**src/irq_flags_defs.svh**
```systemverilog
// Register offsets, field positions, reset values and timing counts
`ifndef IRQ_FLAGS_DEFS_SVH
`define IRQ_FLAGS_DEFS_SVH
`define OFS_PERIPH_FLAGS 8'h00
`define OFS_WAKE_FLAGS 8'h04
`define OFS_WAKE_EDGE 8'h08
`define OFS_WAKE_CFG 8'h0c
`define OFS_PERIPH_EN 8'h10
`define OFS_CTRL 8'h14
`define OFS_EVT_STATUS 8'h18
`define OFS_EVT_MASK 8'h1c
`define OFS_RESET_STATE 8'h20
`define BIT_SLEEP 7
`define BIT_CONV 6
`define BIT_TMR_HI 3
`define BIT_TMR_LO 2
`define BIT_EVC 0
`define PERIPH_USED_MASK 8'hcd
`define CTRL_DT_ENABLE 0
`define CTRL_TMR_16 1
`define CTRL_EVC_16 2
`define RST_VECTOR_ADDR 16'h0000
`define RST_VECTOR_ADDR_HI 16'h0001
`define FLAGS_RESET 8'h00
`define EDGE_RESET 8'h00
`define RES_MIN_NS 80
`define CLK_PERIOD_NS 8
`define RES_MIN_CYCLES ((`RES_MIN_NS + `CLK_PERIOD_NS - 1) / `CLK_PERIOD_NS)
`endif

```
**src/irq_flags_pkg.sv**
```systemverilog
// Types shared by the interrupt flag block
package irq_flags_pkg;
  typedef struct packed {
    logic sleep_direct;
    logic conv_end_busy_low;
    logic [7:0] timer_count_high;
    logic [7:0] timer_count_low;
    logic [7:0] timer_compare_high;
    logic [7:0] timer_compare_low;
    logic event_count_upper_ovf;
    logic event_count_lower_ovf;
  } periph_events_t;
  typedef struct packed {
    logic mask_set;
    logic fetch_req;
    logic [15:0] fetch_addr;
  } reset_ctl_t;
  typedef enum logic [1:0] {RS_HALT, RS_MASK, RS_FETCH, RS_RUN} reset_state_t;
endpackage

```
**src/irq_flags_wakeup_reset.sv**
```systemverilog
// Interrupt request flags, wakeup flags and reset entry with AHB-Lite registers
//
// The AHB-Lite slave port and the register addresses were decided locally.
`timescale 1ns/1ns
`include "irq_flags_defs.svh"
module irq_flags_wakeup_reset (
  input wire logic hclk,
  input wire logic hresetn,
  input wire logic hsel,
  input wire logic [31:0] haddr,
  input wire logic [1:0] htrans,
  input wire logic hwrite,
  input wire logic [2:0] hsize,
  input wire logic [31:0] hwdata,
  input wire logic hready,
  output logic [31:0] hrdata,
  output logic hreadyout,
  output logic hresp,
  input wire irq_flags_pkg::periph_events_t events,
  input wire logic [7:0] wakeup_pin,
  input wire logic vector_done,
  output logic [7:0] periph_request,
  output logic wakeup_request,
  output logic condition_code_mask,
  output logic vector_fetch_req,
  output logic [15:0] vector_fetch_addr,
  output logic irq
);
  import irq_flags_pkg::*;
  logic wr_pend_r;
  logic [7:0] wr_addr_r;
  logic [7:0] periph_flags_r;
  logic [7:0] periph_flags_nxt;
  logic [7:0] wake_flags_r;
  logic [7:0] wake_flags_nxt;
  logic [7:0] wake_edge_r;
  logic [7:0] wake_cfg_r;
  logic [7:0] periph_en_r;
  logic [2:0] ctrl_r;
  logic [1:0] evt_status_r;
  logic [1:0] evt_status_nxt;
  logic [1:0] evt_mask_r;
  logic busy_d_r;
  logic [31:0] hrdata_r;
  logic [7:0] periph_request_r;
  logic wakeup_request_r;
  logic ccr_mask_r;
  logic fetch_req_r;
  logic [15:0] fetch_addr_r;
  logic irq_r;
  logic [7:0] edge_seen;
  reset_ctl_t rst_ctl;
  reset_state_t rst_state;

  wake_edge_detect u_wake (
    .hclk(hclk),
    .hresetn(hresetn),
    .wakeup_pin(wakeup_pin),
    .wakeup_edge_select(wake_edge_r),
    .pin_is_wakeup(wake_cfg_r),
    .edge_seen(edge_seen)
  );
  reset_sequencer u_rst (
    .hclk(hclk),
    .hresetn(hresetn),
    .vector_done(vector_done),
    .ctl(rst_ctl),
    .state(rst_state)
  );

  // Bus decode; the slave never stalls, so every access is zero-wait and OKAY
  wire addr_phase = hsel && hready && htrans[1];
  wire wr_en = wr_pend_r;
  wire rd_en = addr_phase && !hwrite;
  wire [7:0] rd_addr = haddr[7:0];
  wire [7:0] wd = hwdata[7:0];
  wire wr_pf = wr_en && (wr_addr_r == `OFS_PERIPH_FLAGS);
  wire wr_wf = wr_en && (wr_addr_r == `OFS_WAKE_FLAGS);
  wire wr_we = wr_en && (wr_addr_r == `OFS_WAKE_EDGE);
  wire wr_wc = wr_en && (wr_addr_r == `OFS_WAKE_CFG);
  wire wr_pe = wr_en && (wr_addr_r == `OFS_PERIPH_EN);
  wire wr_ct = wr_en && (wr_addr_r == `OFS_CTRL);
  wire wr_es = wr_en && (wr_addr_r == `OFS_EVT_STATUS);
  wire wr_em = wr_en && (wr_addr_r == `OFS_EVT_MASK);

  // Peripheral event sources
  wire tmr16 = ctrl_r[`CTRL_TMR_16];
  wire evc16 = ctrl_r[`CTRL_EVC_16];
  wire busy_fall = busy_d_r && !events.conv_end_busy_low;
  wire hi_match = tmr16 ?
    ({events.timer_count_high, events.timer_count_low} ==
     {events.timer_compare_high, events.timer_compare_low}) :
    (events.timer_count_high == events.timer_compare_high);
  wire lo_match = !tmr16 && (events.timer_count_low == events.timer_compare_low);
  wire evc_ovf = events.event_count_upper_ovf || (!evc16 && events.event_count_lower_ovf);
  wire [7:0] periph_set;
  assign periph_set[`BIT_SLEEP] = events.sleep_direct && ctrl_r[`CTRL_DT_ENABLE];
  assign periph_set[`BIT_CONV] = busy_fall;
  assign periph_set[5:4] = 2'b00;
  assign periph_set[`BIT_TMR_HI] = hi_match;
  assign periph_set[`BIT_TMR_LO] = lo_match;
  assign periph_set[1] = 1'b0;
  assign periph_set[`BIT_EVC] = evc_ovf;

  // Writing zero clears, one keeps; a same-cycle set beats the clear
  wire [7:0] pf_keep = wr_pf ? (periph_flags_r & wd) : periph_flags_r;
  assign periph_flags_nxt = (pf_keep | periph_set) & `PERIPH_USED_MASK;
  wire [7:0] wf_keep = wr_wf ? (wake_flags_r & wd) : wake_flags_r;
  assign wake_flags_nxt = wf_keep | edge_seen;

  // Summary events for the software interrupt output
  wire [1:0] evt_set = {|edge_seen, |periph_set};
  wire [1:0] es_keep = wr_es ? (evt_status_r & ~hwdata[1:0]) : evt_status_r;
  assign evt_status_nxt = es_keep | evt_set;

  wire [7:0] rd_mux =
    (rd_addr == `OFS_PERIPH_FLAGS) ? periph_flags_r :
    (rd_addr == `OFS_WAKE_FLAGS) ? wake_flags_r :
    (rd_addr == `OFS_WAKE_EDGE) ? wake_edge_r :
    (rd_addr == `OFS_WAKE_CFG) ? wake_cfg_r :
    (rd_addr == `OFS_PERIPH_EN) ? periph_en_r :
    (rd_addr == `OFS_CTRL) ? {5'h00, ctrl_r} :
    (rd_addr == `OFS_EVT_STATUS) ? {6'h00, evt_status_r} :
    (rd_addr == `OFS_EVT_MASK) ? {6'h00, evt_mask_r} :
    (rd_addr == `OFS_RESET_STATE) ? {6'h00, rst_state} : 8'h00;

  always_ff @(posedge hclk or negedge hresetn) begin
    if (!hresetn) begin
      wr_pend_r <= 1'b0;
      wr_addr_r <= 8'h00;
    end else begin
      wr_pend_r <= addr_phase && hwrite;
      wr_addr_r <= haddr[7:0];
    end
  end

  // All flags and settings initialise while the reset pin is low
  always_ff @(posedge hclk or negedge hresetn) begin
    if (!hresetn) begin
      periph_flags_r <= `FLAGS_RESET;
      wake_flags_r <= `FLAGS_RESET;
      wake_edge_r <= `EDGE_RESET;
      wake_cfg_r <= 8'h00;
      periph_en_r <= 8'h00;
      ctrl_r <= 3'h0;
      evt_status_r <= 2'h0;
      evt_mask_r <= 2'h0;
      busy_d_r <= 1'b0;
    end else begin
      periph_flags_r <= periph_flags_nxt;
      wake_flags_r <= wake_flags_nxt;
      evt_status_r <= evt_status_nxt;
      busy_d_r <= events.conv_end_busy_low;
      if (wr_we) wake_edge_r <= wd;
      if (wr_wc) wake_cfg_r <= wd;
      if (wr_pe) periph_en_r <= wd & `PERIPH_USED_MASK;
      if (wr_ct) ctrl_r <= wd[2:0];
      if (wr_em) evt_mask_r <= hwdata[1:0];
    end
  end

  // Registered outputs; peripheral requests only reach the controller when enabled in periph_en_r
  always_ff @(posedge hclk or negedge hresetn) begin
    if (!hresetn) begin
      hrdata_r <= 32'h00000000;
      periph_request_r <= 8'h00;
      wakeup_request_r <= 1'b0;
      ccr_mask_r <= 1'b0;
      fetch_req_r <= 1'b0;
      fetch_addr_r <= 16'h0000;
      irq_r <= 1'b0;
    end else begin
      hrdata_r <= rd_en ? {24'h000000, rd_mux} : 32'h00000000;
      periph_request_r <= periph_flags_nxt & periph_en_r;
      wakeup_request_r <= |wake_flags_nxt;
      if (rst_ctl.mask_set) ccr_mask_r <= 1'b1;
      fetch_req_r <= rst_ctl.fetch_req && !vector_done;
      fetch_addr_r <= rst_ctl.fetch_addr;
      irq_r <= |(evt_status_nxt & evt_mask_r);
    end
  end

  assign hrdata = hrdata_r;
  assign hreadyout = 1'b1;
  assign hresp = 1'b0;
  assign periph_request = periph_request_r;
  assign wakeup_request = wakeup_request_r;
  assign condition_code_mask = ccr_mask_r;
  assign vector_fetch_req = fetch_req_r;
  assign vector_fetch_addr = fetch_addr_r;
  assign irq = irq_r;

  a_flag_sticky: assert property (@(posedge hclk) disable iff (!hresetn)
    $fell(periph_flags_r[0]) |-> $past(wr_pf) && !$past(wd[0])) else $error("flag cleared without zero write");
  a_sleep_set: assert property (@(posedge hclk) disable iff (!hresetn)
    events.sleep_direct && ctrl_r[`CTRL_DT_ENABLE] |=> periph_flags_r[`BIT_SLEEP]) else $error("sleep flag missed");
  a_conv_set: assert property (@(posedge hclk) disable iff (!hresetn)
    busy_fall |=> periph_flags_r[`BIT_CONV]) else $error("conversion flag missed");
  a_low_match: assert property (@(posedge hclk) disable iff (!hresetn)
    tmr16 && !periph_flags_r[`BIT_TMR_LO] |=> !periph_flags_r[`BIT_TMR_LO]) else $error("low flag in 16-bit");
  a_reserved_zero: assert property (@(posedge hclk) disable iff (!hresetn)
    periph_flags_r[5:4] == 2'b00 && !periph_flags_r[1]) else $error("unused bit set");
  a_wake_set: assert property (@(posedge hclk) disable iff (!hresetn)
    edge_seen[0] |=> wake_flags_r[0] ##1 wake_flags_r[0] || $past(wr_wf)) else $error("wake flag lost");
  a_set_wins: assert property (@(posedge hclk) disable iff (!hresetn)
    wr_pf && periph_set[`BIT_EVC] |=> periph_flags_r[`BIT_EVC]) else $error("set lost to clear");
  a_enable_gate: assert property (@(posedge hclk) disable iff (!hresetn)
    periph_request_r != 8'h00 |-> ($past(periph_flags_nxt) & $past(periph_en_r)) == periph_request_r)
    else $error("request without enable");
  a_mask_first: assert property (@(posedge hclk) disable iff (!hresetn)
    $rose(fetch_req_r) |-> ccr_mask_r) else $error("fetch before mask");
endmodule

```
**src/reset_sequencer.sv**
```systemverilog
// Reset entry sequence: hold, set interrupt mask, fetch reset vector
`timescale 1ns/1ns
`include "irq_flags_defs.svh"
module reset_sequencer (
  input wire logic hclk,
  input wire logic hresetn,
  input wire logic vector_done,
  output irq_flags_pkg::reset_ctl_t ctl,
  output irq_flags_pkg::reset_state_t state
);
  import irq_flags_pkg::*;
  reset_state_t state_r;
  reset_state_t state_nxt;
  always_comb begin
    state_nxt = state_r;
    unique case (state_r)
      RS_HALT: state_nxt = RS_MASK;
      RS_MASK: state_nxt = RS_FETCH;
      RS_FETCH: if (vector_done) state_nxt = RS_RUN;
      RS_RUN: state_nxt = RS_RUN;
    endcase
  end
  // Reset pin is the async reset; everything sits in halt while it is low
  always_ff @(posedge hclk or negedge hresetn) begin
    if (!hresetn) state_r <= RS_HALT;
    else state_r <= state_nxt;
  end
  assign state = state_r;
  assign ctl.mask_set = (state_r == RS_MASK);
  assign ctl.fetch_req = (state_r == RS_FETCH);
  assign ctl.fetch_addr = `RST_VECTOR_ADDR;
endmodule

```
**src/wake_edge_detect.sv**
```systemverilog
// Per-pin synchroniser and selectable edge detector for wakeup pins
`timescale 1ns/1ns
module wake_edge_detect (
  input wire logic hclk,
  input wire logic hresetn,
  input wire logic [7:0] wakeup_pin,
  input wire logic [7:0] wakeup_edge_select,
  input wire logic [7:0] pin_is_wakeup,
  output logic [7:0] edge_seen
);
  logic [7:0] sync1_r;
  logic [7:0] sync2_r;
  logic [7:0] prev_r;
  always_ff @(posedge hclk or negedge hresetn) begin
    if (!hresetn) begin
      sync1_r <= 8'hff;
      sync2_r <= 8'hff;
      prev_r <= 8'hff;
    end else begin
      sync1_r <= wakeup_pin;
      sync2_r <= sync1_r;
      prev_r <= sync2_r;
    end
  end
  genvar i;
  generate
    for (i = 0; i < 8; i++) begin : g_pin
      // Edge 0 selects falling, 1 selects rising
      assign edge_seen[i] = pin_is_wakeup[i] &&
        (wakeup_edge_select[i] ? (sync2_r[i] && !prev_r[i]) : (!sync2_r[i] && prev_r[i]));
    end
  endgenerate
endmodule
```
**config.mk**
```make
export PLATFORM = sky130hd
export DESIGN_NAME = irq_flags_wakeup_reset
export DESIGN_NICKNAME = d
export VERILOG_FILES = /design/src/irq_flags_pkg.sv /design/src/irq_flags_wakeup_reset.sv /design/src/reset_sequencer.sv /design/src/wake_edge_detect.sv
export VERILOG_INCLUDE_DIRS = /design/src
export SDC_FILE = /design/constraint.sdc
export NUM_CORES = 1
export LEC_CHECK = 0
export ABC_AREA = 1
export BUFFER_PORTS_ARGS = -buffer_cell sky130_fd_sc_hd__buf_2
export CAP_MARGIN = 20
export CELL_PAD_IN_SITES_DETAIL_PLACEMENT = 1
export CELL_PAD_IN_SITES_GLOBAL_PLACEMENT = 1
export CORE_ASPECT_RATIO = 1.25
export CORE_MARGIN = 3
export CORE_UTILIZATION = 38
export DETAILED_ROUTE_END_ITERATION = 10
export GPL_TIMING_DRIVEN = 0
export PLACE_DENSITY = 0.89
export SKIP_CTS_REPAIR_TIMING = 1
export SLEW_MARGIN = 20
export SYNTH_ARGS = -nofsm -noshare
export SYNTH_HDL_FRONTEND = slang
export SYNTH_SLANG_ARGS = --single-unit
```
**constraint.sdc**
```tcl
create_clock -name hclk -period 4.25 [get_ports hclk]
set_clock_uncertainty 0.05 [all_clocks]
set_input_delay 0.85 -clock hclk [delete_from_list [all_inputs] [get_ports hclk]]
set_output_delay 0.85 -clock hclk [all_outputs]
set_load 0.02 [all_outputs]
```
==> flow_summary.toml, run 1 <==
[outcome]
status = "finished, final reports clean"

[grt]
antenna_found_initial = 0
grt_max_degree = 57
grt_pass1_wl_um = 19600
grt_usage_pct = 19.5
grt_pass1_vias = 4099
grt-ovfl-total = 0

[drt]
wire_per_inst_um = 15.4
dr.pass1.iters = 4
drc_errors = 0
detail-route-antenna-nets = 0
routed_via_density = 4.75
via_count = 3684
totalWireLength_um = 12000
drt-initial-drc-count = 108

[synth]
netlist_instances = 497
synth_top_cell_by_area = "dfrtp_1"
synth_top_area_share_pct = 39.5
synth_edf_count = 0
synth.distinct_cells = 34
yosysSeqAreaShare_pct = 53.8
synth.avg_cell_area_um2 = 8.91
synth-seq-cells = 94
synth.area.top_cells = "dfrtp_1 40%, dfstp_2 14%, nand2_1 8.8%"
synth_ff_type = "dfrtp_1"
yosys_warnings = 0
async_reset_ff_share_pct = 100
syn_area_um2 = 4430

[sta]
fmax_mhz = 498
rsz0062_at_grt = "no"
final-hold-violation-count = 0
setup_viol = 0
worstMarginPinSlew_ps = 719
period_share_pct = 47.2
tns_ps = 0
min_period_ps = 2010
slew_headroom_pct = 52.1
final-max-slew-violation-count = 0
setup_ws_ps = 2240

[floorplan]
dieWidth_um = 103
die_h_um = 127
core_area_um2 = 11200
ios = 181
die_area_um2 = 13000
start_util_pct = 39.4
num_rows = 43

[critical_path]
path_buf_inv = 5
start_kind = "input port"
worstSetupPathType = "in2reg"
max_stage_delay_ps = 280
path_delay_family = "simple AND/OR/NAND/NOR gates"
endpoint_kind = "flip-flop"
critical-path-slowest-cell = "nor2_1"
worstSetupPathDepth = 11
crit_fanout = 6
crit_required_ps = 4430
reg2reg_depth = 7
cp.arrival_ps = 2190
crit_chain = "buf_2, inv_1, nand3_1, nor2_1, inv_1, nor2_4, inv_2, nand2_1, nor2_1, o21ai_0, inv_1"
path_common_cell = "inv_1"

[min_path]
min_path_type = "reg2reg"
whs_path_depth = 0

[place]
port-buffer-count = 83
place_ws_ps = 1910
gp_congestion = 0.851
place_hpwl_um = 9510
dpl_cell_area_um2 = 5200

[cts]
cts_made_buffers = 9
h-tree-depth = 3
cts_tree = "built"
clock_sinks = 94
cts.clk_slew.worst_paths_ps = 60
clockRootBuffer = "clkbuf_16"
cts_buffer_depth = 2
clock_latency_ps = 350

[finish]
design_area_um2 = 5490
drive_gt1_share_pct = 29.7
antennaDiodeCount = 0
area_delta_synth_final_pct = 23.8
n_fill_cell = 1372
utilization_pct = 48.8
final_nets = 754

[pwr]
ir_drop_uv = 155
power_density_nw_per_um2 = 348
power.total_mw = 1.91
power_leakage_nw = 2.87

[flow_run]
maxCapViolCount = 0
[path summary, 6_finish.rpt]
| check | from | end | slack (ps) |
|---|---|---|---|
| min reg2reg | u_wake.sync1_r[5] | u_wake.sync2_r[5] | 300 |
| min in group asynchronous | hresetn | wake_edge_r[3] | 500 |
| min | u_wake.sync1_r[5] | u_wake.sync2_r[5] | 300 |
| max | haddr[3] | hrdata[4] | 2240 |
| max reg2reg | wr_en | wake_cfg_r[7] | 2440 |
| max in group asynchronous | hresetn | u_wake.sync2_r[5] | 2890 |
[flip-flops by register name, summed over array words and instances (netlist names)]
| name | flops |
|---|---|
| busy_d_r | 1 |
| vector_fetch_req | 1 |
| irq | 1 |
| hrdata | 8 |
| u_wake.prev_r | 8 |
| wake_flags_r | 8 |
| wr_addr_r | 8 |
| u_wake.sync1_r | 8 |
| ctrl_r | 3 |
| periph_flags_r | 5 |
| u_wake.sync2_r | 8 |
| evt_status_r | 2 |
| condition_code_mask | 1 |
| wake_edge_r | 8 |
| wakeup_request | 1 |
| wr_en | 1 |
| wake_cfg_r | 8 |
| evt_mask_r | 2 |
| periph_request | 5 |
| periph_en_r | 5 |
| u_rst.state | 2 |
[worst register-to-register path, cell delays in order, from the launching register on]
cell and delay, ps:
dfrtp_1 420, inv_2 90, nor2_4 40, nand3_2 110, inv_1 70, nand2_1 250, clkbuf_1 460, o21ai_0 190
[synthesized netlist by cell type, types with 4 or more instances]
master	instances
nor3_1	12
buf_4	45
a21boi_0	4
nor2_1	28
nand3_1	13
nor2_4	7
o21ai_1	6
nand2_1	104
xor2_1	4
dfstp_2	24
dfrtp_1	70
o21ai_0	43
inv_2	6
nand4_1	4
inv_1	66
xnor2_1	11
a21oi_1	23
[report_power, final]
| part | internal, mW | switching (mW) | total (mW) |
|---|---|---|---|
| registers | 0.924 | 0.0126 | 0.937 |
| clock network | 0.432 | 0.345 | 0.777 |
| logic | 0.0758 | 0.117 | 0.192 |
[metal layers]
layer	global-route usage [%]	wire, um	vias up
met4	8.11	338	0
met5	0	0	-
met1	22.9	4660	1794
li1	-	-	1753
met2	34.2	6370	114
met3	3.63	582	23
[metrics by stage]
| stage | instances | hold WS (ps) |
|---|---|---|
| CTS | 775 | 306 |
| global route | 775 | 309 |
| global placement | 758 | 296 |
| floorplan | 540 | 295 |
| finish | 775 | 305 |
| detailed placement | 759 | 297 |
[layout make-up]
class / count / area (um2) / share of cell area [%]
sequential: 94 / 2380 / 43.4
multi-input combinational: 327 / 1590 / 29.0
timing repair buffer: 84 / 438 / 7.98
buffer: 47 / 347 / 6.32
inverter: 72 / 270 / 4.93
clock buffer: 12 / 256 / 4.68
tap: 135 / 169 / 3.08
clock inverter: 4 / 30.0 / 0.547
[cells in the final DEF, fill, tap and decap left out, types with 6 or more instances in the layout]
master,Yosys,routed
nor2_1,28,28
inv_2,6,6
nand2_1,104,104
inv_1,66,66
buf_2,1,83
o21ai_1,6,6
a21oi_1,23,23
clkbuf_16,0,9
buf_4,45,46
nor2_4,7,7
dfrtp_1,70,70
nand3_1,13,13
conb_1,2,45
dfstp_2,24,24
xnor2_1,11,11
nor3_1,12,12
o21ai_0,43,43
[cell families after synthesis]
| family | share of synthesized area [%] |
|---|---|
| AND/OR/NAND/NOR | 18.7 |
| buffers and inverters | 13.9 |
| flip-flops | 53.8 |
| AO/OA/AOI/OAI | 10.4 |
| XOR/XNOR | 2.97 |
| other | 0.170 |
Note: power is estimated with default switching activity, not from simulation.
==> inputs of run 2 (changes only) <==
CORE_UTILIZATION = 35   (was 38)
PLACE_DENSITY = 0.83   (was 0.89)
clock period = 1.9 ns   (was 4.25 ns; I/O delays follow)
==> run 2 against run 1 <==
Net effect:
- cell area up 1.6%
- combinational power increased by 130%
- setup slack got worse by 2000 ps
- highest routed layer unchanged
==> flow_summary.toml, run 2 (synthesis gave the netlist of run 1 again) <==
[critical_path]
path_delay_family = "simple AND/OR/NAND/NOR gates"
path_buf_inv = 1
start_kind = "flip-flop"
crit_required_ps = 2080
cp.arrival_ps = 1880
max_stage_delay_ps = 380
reg2reg_depth = 8
path_common_cell = "nand2_1"
critical-path-slowest-cell = "dfrtp_1"
endpoint_kind = "flip-flop"
worstSetupPathType = "reg2reg"
worstSetupPathDepth = 8
crit_chain = "inv_1, nand2_1, nor3_2, nand3_1, o21ai_1, nand2_1, nor3_1, nand2_1"
crit_fanout = 2

[place]
placed_cells = 788
gp_congestion = 0.865
place_hpwl_um = 9550
port-buffer-count = 83

[cts]
clock_latency_ps = 340
h-tree-depth = 3
cts.clk_slew.worst_paths_ps = 70
cts_made_buffers = 9
clockRootBuffer = "clkbuf_16"
clock_sinks = 94
cts_tree = "built"
cts_buffer_depth = 2

[floorplan]
core_area_um2 = 12300
die_h_um = 132
start_util_pct = 36.1
dieWidth_um = 107
ios = 181
num_rows = 45
die_area_um2 = 14100

[finish]
final_common_cell = "nand2_1"
seq_area_um2 = 2380
antennaDiodeCount = 0
final_cell_mix = "104 x nand2_1, 83 x buf_2, 70 x dfrtp_1"
stdcell_count = 804
n_fill_cell = 1535
area_delta_synth_final_pct = 25.8
drive_gt1_share_pct = 30.2
utilization_pct = 45.4
multi_input_area_um2 = 1600
final_nets = 754

[pwr]
power_density_nw_per_um2 = 790
clkPwrFrac_pct = 42.6
internal_power_mw = 3.29
pwr-share-comb_pct = 9.8
power.total_mw = 4.41
power_leakage_nw = 2.90
sequentialPowerShare_pct = 47.6
netSwitchingPower_mw = 1.11
p_sw_share_pct = 25.3
ir_drop_uv = 392

[sta]
worstMarginPinSlew_ps = 567
period_share_pct = 89.4
tns_ps = 0
timing.hold.ws_ps = 73.4
final-hold-violation-count = 0
setup_viol = 0
final-max-slew-violation-count = 0
fmax_mhz = 589
min_period_ps = 1700
slew_headroom_pct = 62.1

[drt]
detail-route-antenna-nets = 0
drc_errors = 0
dr.pass1.iters = 4
drt-initial-drc-count = 180
totalWireLength_um = 11900
via_count = 3620
wire_per_inst_um = 14.8
routed_via_density = 4.50

[grt]
grt_pass1_wl_um = 19500
grt_usage_pct = 17.7
grt_max_degree = 60
antenna_found_initial = 0
grt_pass1_vias = 4057
grt-ovfl-total = 0

[min_path]
whs_path_depth = 1
min_path_type = "in2reg"

[outcome]
status = "finished, final reports clean"

[flow_run]
maxCapViolCount = 0
[run 2: cell count changes in the layout (fill, tap and decap cells not counted), sizes merged]
cell / previous run / this run
clkinvlp: 1 / 0
dlygate4sd3: 0 / 1
inv: 74 / 76
clkbuf: 13 / 9
bufinv: 0 / 1
clkinv: 1 / 2
[run 2: stage by stage]
step                setup slack (ps)  instance area (um2)
finish                           201                 5580
CTS                             67.2                 5560
global route                   -5.01                 5580
detailed placement             -10.8                 5250
floorplan                        485                 4590
global placement                -475                 5210
[run 2: power by group through the flow]
| stage | Clock, mW | Combinational, mW | Sequential [mW] |
|---|---|---|---|
| after floorplan | 0 | 0.261 | 2.12 |
| after global placement | 0 | 0.408 | 2.13 |
| after detailed placement | 0 | 0.429 | 2.13 |
| after CTS | 1.91 | 0.431 | 2.10 |
| after global routing | 2.00 | 0.482 | 2.10 |
| final | 1.88 | 0.433 | 2.10 |
[run 2: area by class of cell]
cell class                      count  area share (%)
Buffer                             46            6.15
Clock buffer                        9            4.04
Clock inverter                      7            1.57
Inverter                           72            4.85
Multi-Input combinational cell    327            28.7
Sequential cell                    94            42.7
Tap cell                          164            3.68
Timing Repair Buffer               85            8.24
[run 2: final timing paths]
path,from,endpoint,slack [ps]
worst max-delay path,wr_addr_r[6],wakeup_request,200
worst min-delay path,wakeup_pin[0],u_wake.sync1_r[0],70
worst max register to register,wr_addr_r[6],wakeup_request,200
worst min register to register,u_wake.sync1_r[3],u_wake.sync2_r[3],310
max in group asynchronous,hresetn,u_wake.prev_r[1],700
min in group asynchronous,hresetn,periph_request[2],450
[run 2: per-layer routing]
metal / track usage (%) / share of wire, % / vias up
li1: - / - / 1751
met2: 33.5 / 57 / 95
met4: 6.04 / 1.7 / 0
met3: 3.23 / 4.2 / 13
met1: 19.5 / 37 / 1761
met5: 0 / 0 / -
[run 2: worst reg2reg max path, delay by kind of cell, from the launching register on]
kind                   cells  cell delay, ps
AO/OA/AOI/OAI              1             170
buffers and inverters      1              60
AND/OR/NAND/NOR            6             910
flip-flops                 1             380
